--- src/include/anlt_map.vh ---
`ifndef ANLT_MAP_VH
`define ANLT_MAP_VH

// ----------------------------------------------------------------------
// register word indices (byte address = index * 4)
// ----------------------------------------------------------------------
`define ANLT_IDX_AN_CTRL 10'h0c0
`define ANLT_IDX_MASTER_PICK 10'h0cc
`define ANLT_IDX_COEF_OVR 10'h0d0
`define ANLT_IDX_LANE_CTRL 10'h0d1
`define ANLT_IDX_COEF_BASE 10'h0d4
`define ANLT_IDX_COEF_LAST 10'h0d7

// ----------------------------------------------------------------------
// field positions
// ----------------------------------------------------------------------
`define ANLT_BIT_MASTER_OVR 6
`define ANLT_BIT_LP_TAKEOVER 16
`define ANLT_BIT_LOC_TAKEOVER 17
`define ANLT_BIT_RESTART_L1 1
`define ANLT_LSB_LP_UPD 4
`define ANLT_LSB_LOC_UPD 8
`define ANLT_LSB_LP_COEF 0
`define ANLT_LSB_LOC_COEF 16

// ----------------------------------------------------------------------
// reset values, build-time defaults and the lane-one constant
// ----------------------------------------------------------------------
`define ANLT_RST_PICK 4'h0
`define ANLT_RST_COEF 8'h00
`define ANLT_DEF_MASTER 4'h1
`define ANLT_LANE_ONE 4'h1

`endif

--- src/logic/anlt_ctrl.v ---
// Notes on behaviour
// - while the master override enable is set, the one-hot lane pick chooses the negotiation master.
// - with partner takeover set, requests toward the partner equalizer come from software values.
// - with partner takeover clear, the training logic's own requests go to the partner.
// - partner takeover works with update bits 7 to 4 and the low byte of the four coefficient words.
// - with local takeover set, software sets the local transmit equalizer coefficients.
// - with local takeover clear, local coefficients follow the commands received from the partner.
// - local takeover works with update bits 11 to 8 and bits 23 to 16 of the coefficient words.
// - writing one to the lane 1 restart bit restarts that lane's training, writing zero does nothing.
// - the lane 1 restart bit clears itself and drives the restart-training variable.
// - while the master override enable is clear, the build-time master lane is used.
// - a partner update strobe written one under takeover sends the software values, then clears.
//
// Our own choice: the Wishbone interface to the registers.
`timescale 1ns/100ps
`include "anlt_map.vh"

module anlt_ctrl
#(
  parameter [3:0] BUILD_MASTER = `ANLT_DEF_MASTER
)
(
  input wire i_clk,
  input wire i_rst_b,
  input wire i_wb_cyc,
  input wire i_wb_stb,
  input wire i_wb_we,
  input wire [9:0] i_wb_adr,
  input wire [3:0] i_wb_sel,
  input wire [31:0] i_wb_dat,
  output reg [31:0] o_wb_dat,
  output reg o_wb_ack,
  input wire [31:0] i_lt_lp_req,
  input wire [3:0] i_lt_lp_req_vld,
  input wire [31:0] i_rx_loc_coef,
  input wire [3:0] i_rx_loc_coef_vld,
  output wire [31:0] o_lp_req,
  output wire [3:0] o_lp_req_vld,
  output wire [31:0] o_loc_coef,
  output wire [3:0] o_loc_coef_vld,
  output reg [3:0] o_master_lane,
  output reg o_restart_training_l1,
  output wire o_partner_coefficient_takeover,
  output wire o_local_coefficient_takeover
);

  // ------------------------------------------------------------------
  // bus decode
  // ------------------------------------------------------------------
  wire req;
  wire wr;
  wire hit_an_ctrl;
  wire hit_pick;
  wire hit_ovr;
  wire hit_lane;
  wire hit_coef;
  reg [31:0] next_rdata;

  // request pending, write commits on the edge that sees ack high
  assign req = i_wb_cyc & i_wb_stb;
  assign wr = req & i_wb_we & o_wb_ack;

  // address compares on word index
  assign hit_an_ctrl = (i_wb_adr == `ANLT_IDX_AN_CTRL);
  assign hit_pick = (i_wb_adr == `ANLT_IDX_MASTER_PICK);
  assign hit_ovr = (i_wb_adr == `ANLT_IDX_COEF_OVR);
  assign hit_lane = (i_wb_adr == `ANLT_IDX_LANE_CTRL);
  assign hit_coef = (i_wb_adr >= `ANLT_IDX_COEF_BASE) && (i_wb_adr <= `ANLT_IDX_COEF_LAST);

  // ------------------------------------------------------------------
  // control registers
  // ------------------------------------------------------------------
  reg negotiation_master_override_on;
  reg [3:0] negotiation_master_lane_pick;
  reg partner_coefficient_takeover;
  reg local_coefficient_takeover;
  reg restart_l1;
  wire [3:0] lane_sel;
  wire pick_valid;

  // software-written fields with byte-lane enables
  always @(posedge i_clk or negedge i_rst_b)
  begin
    if (!i_rst_b)
    begin
      negotiation_master_override_on <= 1'b0;
      negotiation_master_lane_pick <= `ANLT_RST_PICK;
      partner_coefficient_takeover <= 1'b0;
      local_coefficient_takeover <= 1'b0;
    end
    else if (wr)
    begin
      if (hit_an_ctrl && i_wb_sel[0])
        negotiation_master_override_on <= i_wb_dat[`ANLT_BIT_MASTER_OVR];
      if (hit_pick && i_wb_sel[0])
        negotiation_master_lane_pick <= i_wb_dat[3:0];
      if (hit_ovr && i_wb_sel[2])
      begin
        partner_coefficient_takeover <= i_wb_dat[`ANLT_BIT_LP_TAKEOVER];
        local_coefficient_takeover <= i_wb_dat[`ANLT_BIT_LOC_TAKEOVER];
      end
    end
  end

  // lane 1 restart: set by a written one, cleared on the next edge
  always @(posedge i_clk or negedge i_rst_b)
  begin
    if (!i_rst_b)
      restart_l1 <= 1'b0;
    else if (wr && hit_lane && i_wb_sel[0] && i_wb_dat[`ANLT_BIT_RESTART_L1])
      restart_l1 <= 1'b1;
    else
      restart_l1 <= 1'b0;
  end

  // restart-training variable follows the self-clearing bit
  always @(posedge i_clk or negedge i_rst_b)
  begin
    if (!i_rst_b)
      o_restart_training_l1 <= 1'b0;
    else
      o_restart_training_l1 <= restart_l1;
  end

  assign o_partner_coefficient_takeover = partner_coefficient_takeover;
  assign o_local_coefficient_takeover = local_coefficient_takeover;

  // ------------------------------------------------------------------
  // negotiation master lane
  // ------------------------------------------------------------------
  anlt_lane_sel #(
    .BUILD_MASTER(BUILD_MASTER)
  ) u_lane_sel (
    .i_override_on(negotiation_master_override_on),
    .i_pick(negotiation_master_lane_pick),
    .o_lane(lane_sel),
    .o_pick_valid(pick_valid)
  );

  // registered master lane toward the negotiation logic
  always @(posedge i_clk or negedge i_rst_b)
  begin
    if (!i_rst_b)
      o_master_lane <= BUILD_MASTER;
    else
      o_master_lane <= lane_sel;
  end

  // ------------------------------------------------------------------
  // per-lane coefficient storage, strobes and steering
  // ------------------------------------------------------------------
  wire [31:0] sw_lp_all;
  wire [31:0] sw_loc_all;
  wire [3:0] lp_upd_all;
  wire [3:0] loc_upd_all;

  genvar g;
  generate
    for (g = 0; g < 4; g = g + 1)
    begin : g_lane
      wire hit_me;
      wire wr_me;
      wire wr_lane;
      reg [7:0] sw_lp;
      reg [7:0] sw_loc;
      reg lp_upd;
      reg loc_upd;
      reg [7:0] lp_out;
      reg lp_vld;
      reg [7:0] loc_out;
      reg loc_vld;

      assign hit_me = (i_wb_adr == (`ANLT_IDX_COEF_BASE + g));
      assign wr_me = wr & hit_me;
      assign wr_lane = wr & hit_lane;

      // software coefficient values for this lane
      always @(posedge i_clk or negedge i_rst_b)
      begin
        if (!i_rst_b)
        begin
          sw_lp <= `ANLT_RST_COEF;
          sw_loc <= `ANLT_RST_COEF;
        end
        else if (wr_me)
        begin
          if (i_wb_sel[0])
            sw_lp <= i_wb_dat[`ANLT_LSB_LP_COEF +: 8];
          if (i_wb_sel[2])
            sw_loc <= i_wb_dat[`ANLT_LSB_LOC_COEF +: 8];
        end
      end

      // self-clearing update strobes
      always @(posedge i_clk or negedge i_rst_b)
      begin
        if (!i_rst_b)
        begin
          lp_upd <= 1'b0;
          loc_upd <= 1'b0;
        end
        else
        begin
          lp_upd <= wr_lane & i_wb_sel[0] & i_wb_dat[`ANLT_LSB_LP_UPD + g];
          loc_upd <= wr_lane & i_wb_sel[1] & i_wb_dat[`ANLT_LSB_LOC_UPD + g];
        end
      end

      // partner requests: software under takeover, else training logic
      always @(posedge i_clk or negedge i_rst_b)
      begin
        if (!i_rst_b)
        begin
          lp_out <= 8'h00;
          lp_vld <= 1'b0;
        end
        else if (partner_coefficient_takeover)
        begin
          lp_out <= sw_lp;
          lp_vld <= lp_upd;
        end
        else
        begin
          lp_out <= i_lt_lp_req[g*8 +: 8];
          lp_vld <= i_lt_lp_req_vld[g];
        end
      end

      // local coefficients: software under takeover, else partner commands
      always @(posedge i_clk or negedge i_rst_b)
      begin
        if (!i_rst_b)
        begin
          loc_out <= 8'h00;
          loc_vld <= 1'b0;
        end
        else if (local_coefficient_takeover)
        begin
          loc_out <= sw_loc;
          loc_vld <= loc_upd;
        end
        else
        begin
          loc_out <= i_rx_loc_coef[g*8 +: 8];
          loc_vld <= i_rx_loc_coef_vld[g];
        end
      end

      assign sw_lp_all[g*8 +: 8] = sw_lp;
      assign sw_loc_all[g*8 +: 8] = sw_loc;
      assign lp_upd_all[g] = lp_upd;
      assign loc_upd_all[g] = loc_upd;
      assign o_lp_req[g*8 +: 8] = lp_out;
      assign o_lp_req_vld[g] = lp_vld;
      assign o_loc_coef[g*8 +: 8] = loc_out;
      assign o_loc_coef_vld[g] = loc_vld;
    end
  endgenerate

  // ------------------------------------------------------------------
  // read mux and acknowledge
  // ------------------------------------------------------------------
  // unmapped words read as zero; strobe bits read back while high
  always @*
  begin
    next_rdata = 32'h0000_0000;
    if (hit_an_ctrl)
    begin
      next_rdata[`ANLT_BIT_MASTER_OVR] = negotiation_master_override_on;
      next_rdata[3:0] = o_master_lane; // live master lane
      next_rdata[4] = pick_valid;
    end
    else if (hit_pick)
      next_rdata[3:0] = negotiation_master_lane_pick;
    else if (hit_ovr)
    begin
      next_rdata[`ANLT_BIT_LP_TAKEOVER] = partner_coefficient_takeover;
      next_rdata[`ANLT_BIT_LOC_TAKEOVER] = local_coefficient_takeover;
    end
    else if (hit_lane)
    begin
      next_rdata[`ANLT_BIT_RESTART_L1] = restart_l1;
      next_rdata[`ANLT_LSB_LP_UPD +: 4] = lp_upd_all;
      next_rdata[`ANLT_LSB_LOC_UPD +: 4] = loc_upd_all;
    end
    else if (hit_coef)
    begin
      next_rdata[`ANLT_LSB_LP_COEF +: 8] = sw_lp_all[i_wb_adr[1:0]*8 +: 8];
      next_rdata[`ANLT_LSB_LOC_COEF +: 8] = sw_loc_all[i_wb_adr[1:0]*8 +: 8];
    end
  end

  // one wait state: ack rises the cycle after the request, drops next
  always @(posedge i_clk or negedge i_rst_b)
  begin
    if (!i_rst_b)
    begin
      o_wb_ack <= 1'b0;
      o_wb_dat <= 32'h0000_0000;
    end
    else
    begin
      o_wb_ack <= req & ~o_wb_ack;
      if (req && !o_wb_ack)
        o_wb_dat <= next_rdata;
    end
  end

endmodule // anlt_ctrl

--- src/logic/anlt_lane_sel.v ---
`timescale 1ns/100ps
`include "anlt_map.vh"

// --------------------------------------------------------------------
// auto-negotiation master lane resolver
// --------------------------------------------------------------------
module anlt_lane_sel
#(
  parameter [3:0] BUILD_MASTER = `ANLT_DEF_MASTER
)
(
  input wire i_override_on,
  input wire [3:0] i_pick,
  output wire [3:0] o_lane,
  output wire o_pick_valid
);

  // exactly one bit set in the lane pick
  assign o_pick_valid = (i_pick != 4'h0) && ((i_pick & (i_pick - `ANLT_LANE_ONE)) == 4'h0);

  // software pick only when enabled and one-hot, else build-time lane
  assign o_lane = (i_override_on && o_pick_valid) ? i_pick : BUILD_MASTER;

endmodule // anlt_lane_sel

--- config.mk ---
export PLATFORM = sky130hd
export DESIGN_NAME = anlt_ctrl
export DESIGN_NICKNAME = d
export VERILOG_FILES = /design/src/logic/anlt_ctrl.v /design/src/logic/anlt_lane_sel.v
export VERILOG_INCLUDE_DIRS = /design/src /design/src/include
export SDC_FILE = /design/constraint.sdc
export NUM_CORES = 1
export LEC_CHECK = 0
export ABC_AREA = 1
export ABC_CLOCK_PERIOD_IN_PS = 3900
export BUFFER_PORTS_ARGS = -buffer_cell sky130_fd_sc_hd__buf_4
export CORE_AREA = 5 5 137 139
export CTS_CLUSTER_DIAMETER = 80
export CTS_CLUSTER_SIZE = 14
export DETAILED_ROUTE_END_ITERATION = 12
export DIE_AREA = 0 0 142 144
export GPL_ROUTABILITY_DRIVEN = 0
export GPL_TIMING_DRIVEN = 0
export PLACE_DENSITY_LB_ADDON = 0.25
export SYNTH_ARGS = -nofsm -noshare
export SYNTH_HDL_FRONTEND = slang
export SYNTH_SLANG_ARGS = --single-unit
--- constraint.sdc ---
create_clock -name i_clk -period 3.9 [get_ports i_clk]
set_input_delay 0.78 -clock i_clk [delete_from_list [all_inputs] [get_ports i_clk]]
set_output_delay 0.78 -clock i_clk [all_outputs]
set_load 0.005 [all_outputs]
* Word-level counts from Yosys, hierarchy flattened
Index checks and enable logic that the tools add are counted.
Widths: inputs -> output; s select.
** Word-level totals
- Logic and storage cells :: 136
- Register bits :: 178
- Output and inout bits :: 112
** Operators by class
- Shift-type cells :: 2
- Bitwise gates (word level) :: 21
- Mux-type cells :: 37
- Add/subtract/negate cells :: 1
- Eq/ne operators :: 8
- Reductions and logical operators :: 24
- $lt $le $gt $ge :: 2
** Operator list (count)
- $mux 8 :: 14
- $eq 10x8->1 const B :: 8
- $shiftx 32x6->8 :: 2
- $reduce_and 2->1 :: 11
- $and 1x1->1 :: 19
- $mux 4 :: 4
- $mux 1 :: 13
- $mux 12 :: 1
- $ge 10x8->1 const B :: 1
- $le 10x8->1 const B :: 1
- $logic_and 1x1->1 :: 10
- $mux 5 :: 2
- $mux 6 :: 1
- $and 4x4->4 :: 1
- $logic_not 4->1 :: 1
- $mux 2 :: 2
- $reduce_bool 4->1 :: 1
- $sub 4x1->4 const B :: 1
- $logic_not 1->1 :: 1
- $not 1->1 :: 1

* Logic depth before layout (Yosys ltp)
- Depth in word-level cells :: 7
- Mapped depth :: 12

* Cells and area by module
Synthesis repeated with hierarchy kept, for this count alone.
** Unflattened totals
- Cells, all modules :: 735
- Area total of the unflattened synthesis :: 7729.9 µm²
** Modules (own cells, without submodules)
- anlt_ctrl :: sequential area each 4455.5 µm², area an instance 7629.8 µm², times used 1, cells an instance 713
- anlt_lane_sel :: sequential area each 0.0 µm², area an instance 100.1 µm², times used 1, cells an instance 22

* Worst setup path before layout
Ideal clock, no wire load.
- Path kind :: input to register
- Start :: input i_wb_adr[1]
- End :: register g_lane[3].sw_lp[7]
- Arrival time :: 1.898 ns
- Path buffers :: 2
- Cell stages on the path :: 7
- Library setup time :: 0.121 ns
- Required time :: 3.779 ns
- Path slack :: 1.882 ns
- Cell sequence :: buf_2 -> nand2_2 -> nor4_4 -> nand2_2 -> buf_2 -> nand2_1 -> o21ai_1
** On the way
- Longest elaborated chain between the ends :: 3
** RTL lines
- start: declaration :: line anlt_ctrl.v:28 : input wire [9:0] i_wb_adr,
- $eq 10x8->1 :: line anlt_ctrl.v:173 : assign hit_me = (i_wb_adr == (`ANLT_IDX_COEF_BASE + g));
- $and 1x1->1 :: line anlt_ctrl.v:174 : assign wr_me = wr & hit_me;
- $reduce_and 2->1 (no source line)
- end signal: assignment :: line anlt_ctrl.v:182 : sw_lp <= `ANLT_RST_COEF;
- end signal: assignment :: line anlt_ctrl.v:188 : sw_lp <= i_wb_dat[`ANLT_LSB_LP_COEF +: 8];
- end: declaration :: line anlt_ctrl.v:164 : reg [7:0] sw_lp;
Every way passes these cells.
A chain may end at the register's enable or synchronous reset.

* Final worst setup path
- Start :: input i_wb_cyc
- End :: register g_lane[0].sw_lp[5]
** On the way
- Longest elaborated chain between the ends :: 5
** RTL lines
- start: declaration :: line anlt_ctrl.v:25 : input wire i_wb_cyc,
- $and 1x1->1 :: line anlt_ctrl.v:60 : assign req = i_wb_cyc & i_wb_stb;
- $and 1x1->1 (2 in a row) :: line anlt_ctrl.v:61 : assign wr = req & i_wb_we & o_wb_ack;
- $and 1x1->1 :: line anlt_ctrl.v:174
- $reduce_and 2->1 (no source line)
- end signal: assignment :: line anlt_ctrl.v:182
- end signal: assignment :: line anlt_ctrl.v:188
- end: declaration :: line anlt_ctrl.v:164
Every way passes these cells.

==> metrics.md <==
| Metric | Value |
|---|---|
| Status | `completed` |
| Layout Skew | `between 0.008 and 0.009 ns` |
| Post-synth top area share | `0.579` |
| Post-synth top flop | `dfrtp_1` |
| ANT nets after route | `0` |
| Post-CTS Resized | `0` |
| Area of the multi-input gates | `0.00245 mm2` |
| Syn Area/Cell | `8.44 um2` |
| DP HPWL | `17.2 mm` |
| CTS root buffer | `clkbuf_16` |
| VDD IR max | `0.331 mV` |
| IO Pins | `235` |
| Clock tree buffer depth | `2` |
| CP endpoint kind | `register` |
| DRC | `0` |
| Worst flop-to-flop path startpoint | `o_wb_ack$_DFF_PN0_` |
| # rows | `a little under 50` |
| Synthesized instance count | `a little over 900` |
| Die W | `approximately 140 um` |
| CP required | `4.23 ns` |
| Vias in the first global route | `around 6,700` |
| Type of origin of the critical path | `input port` |
| Part of the power in registers | `0.474` |
| Clk pwr share | `0.441` |
| Area Overhead vs Synth | `33.1%` |
| Sw Pwr | `~0.00094 W` |
| Die H | `roughly 140 um` |
| Initial Util | `0.436` |
| Switching Fraction | `0.233` |
| CP max-delay cell | `nor2_1` |
| Die area | `0.0204 mm2` |
| Number of buffers created by CTS | `17` |
| Ys Warns | `0` |
| Register area | `~0.0045 mm2` |
| Antenna diode instance count | `0` |
| Post-CTS Hold Buffers | `0` |
| Seq/Total Area, Yosys | `0.583` |
| Leak pwr | `5.42 nW` |
| CP max stage delay | `roughly 0.38 ns` |
| Yosys reg bits | `between 150 and 200` |
| CTS tree | `done` |
| FMAX | `about 460 MHz` |
| Worst Setup SP | `i_wb_cyc` |
| Nets@finish | `about 1,300` |
| # fillers | `~1,600` |
| Commonest non-fill, non-tap cell in the layout | `nand2_1` |
| Vias per cell | `4.85` |
| Max-cap violations | `0` |
| Post-Route WL | `between 20 and 25 mm` |
| Total power | `0.00402 W` |
| Worst Path Arrival | `roughly 2.5 ns` |
| Routed wire per std cell | `16.3 um` |
| Final setup viols | `0` |
| Largest net degree at the start of global routing | `between 100 and 150` |
| Rel. slew slack | `0.445` |
| Logic pwr share | `0.086` |
| Minimum clock period after layout | `roughly 2.2 ns` |
| Post-synthesis cell area | `~0.0076 mm2` |
| # Post-CTS Setup Buffers | `0` |
| GRT overflow | `0` |
| WS Path Type | `input port to register` |
| Post-synthesis cell type count | `27` |
| Final Hold Violating Endpoints | `0` |
| Final Util | `0.581` |
| Initial DRC count | `roughly 480` |
| Actual slew at the worst max-slew pin | `around 0.83 ns` |
| Layout cell share with drive strength beyond 1 | `0.244` |
| Initial antenna violation count | `1` |
| Final TNS setup | `0 ns` |
| Final period util | `0.559` |
| CP Max Fanout | `10` |
| Class of the worst hold path | `input port to asynchronous set/reset pin` |
| H-tree Lvls | `4` |
| Port Buffers | `208` |
| RSZ-0062 raised after global routing | `false` |
| GRT Total Usage | `0.224` |
| DRT Pass-1 Iters | `5` |
| Critical path cell sequence | `buf_4 -> nand2_1 -> nor2_1 -> nand2_1 -> inv_1 -> nand3_1 -> clkbuf_1 -> o21ai_0 -> inv_1` |
| CTS Sinks | `~180` |
| Via Count | `slightly below 7,000` |
| Clk_lat worst skew | `0.44 ns` |
| First-pass GRT wire length | `about 35 mm` |
| Power per standard cell area | `just under 400 mW/mm2` |
| Most used cells in the layout excluding fill and tap cells | `nand2_1, buf_4, dfrtp_1` |
| Number of synthesized flops with an enable pin | `0` |
| Core ar. | `0.0175 mm2` |
| Synth area leaders | `dfrtp_1, nand2_1, o21ai_0` |
| Internal power | `0.00308 W` |
| Worst-path clk slew | `approximately 0.060 ns` |
| Max-slew violations | `0` |
| Area leader, netlist | `dfrtp_1` |
| Async S/R FF share, synth | `1.00` |
-- cell usage after synthesis, types with 4 or more instances --
library cell,n
nand3_1,24
nand4_1,12
nand2_1,283
o22ai_1,10
o21ai_1,11
dfrtp_1,177
buf_4,21
o21ai_0,118
inv_1,131
o211ai_1,6
nor2_1,47
clkbuf_1,24
buf_2,6
a21oi_1,17
nand2_2,4
-- layout make-up --
type / instances / area share
plain buffers: 51 / 0.0273
repair buffers: 209 / 0.157
multi-input cells: 554 / 0.241
clock buffers: 18 / 0.0422
inverters: 134 / 0.0494
flip-flops and latches: 178 / 0.438
well taps: 229 / 0.0281
clock inverters: 14 / 0.0176
-- path summary, 6_finish.rpt --
check | slack (ns) | cells past startpoint | to
max | 1.72 | 9 | g_lane[0].sw_lp[5]$_DFFE_PN0P_
min | 0.38 | 1 | g_lane[1].loc_out[6]$_DFF_PN0_
max reg2reg | 1.74 | 8 | g_lane[0].sw_lp[5]$_DFFE_PN0P_
min reg2reg | 0.39 | 0 | o_restart_training_l1$_DFF_PN0_
max in group asynchronous | 2.69 | 2 | g_lane[3].sw_lp[0]$_DFFE_PN0P_
min in group i_clk | 0.39 | 0 | o_restart_training_l1$_DFF_PN0_
-- power by group through the flow --
stage / Combinational [W] / Sequential (W) / Clock (W)
floorplan: 0.000104 / 0.00194 / 0
global placement: 0.000339 / 0.00194 / 0
detailed placement: 0.000349 / 0.00194 / 0
CTS: 0.000350 / 0.00190 / 0.00180
global route: 0.000382 / 0.00191 / 0.00188
finish: 0.000344 / 0.00190 / 0.00177
-- worst max-delay path: cells and delay by family --
| kind | cells | cell delay [ns] |
|---|---|---|
| buffers and inverters | 4 | 0.64 |
| AOI/OAI and AO/OA | 1 | 0.21 |
| and+or+nand+nor | 4 | 0.87 |
-- metal layers --
layer,vias to the layer above,share of wire,track usage,wire length [um]
li1,3263,-,-,-
met1,3168,0.39,0.268,8800
met2,247,0.51,0.390,11400
met3,47,0.080,0.0615,1800
met4,2,0.025,0.0778,572
met5,-,0.00058,0,13
-- sequential cells by signal, summed over array words and instances, names as in the netlist --
register                        cells
negotiation_master_override_on      1
o_master_lane                       4
g_lane.lp_vld                       4
g_lane.loc_out                     32
o_wb_dat                           20
o_local_coefficient_takeover        1
negotiation_master_lane_pick        4
g_lane.lp_out                      32
o_wb_ack                            1
o_restart_training_l1               1
g_lane.sw_lp                       32
g_lane.sw_loc                      32
g_lane.loc_vld                      4
g_lane.loc_upd                      4
restart_l1                          1
g_lane.lp_upd                       4
o_partner_coefficient_takeover      1
-- logic make-up after synthesis --
logic type / Yosys count / synth area share
simple gates: 378 / 0.203
buf+inv: 185 / 0.102
flops: 178 / 0.583
compound gates: 164 / 0.112
other cells: 1 / 0.000490
-- stage by stage --
stage / setup WS [ns] / cells / cell area [um2] / hold WS [ns]
floorplan: 1.88 / 917 / 7690 / 0.354
global placement: 0.942 / 1354 / 9540 / 0.381
detailed placement: 1.31 / 1355 / 9570 / 0.383
CTS: 1.76 / 1387 / 10200 / 0.397
global route: 1.58 / 1387 / 10200 / 0.407
finish: 1.72 / 1387 / 10200 / 0.379
Note: power is estimated with default switching activity, not from simulation.
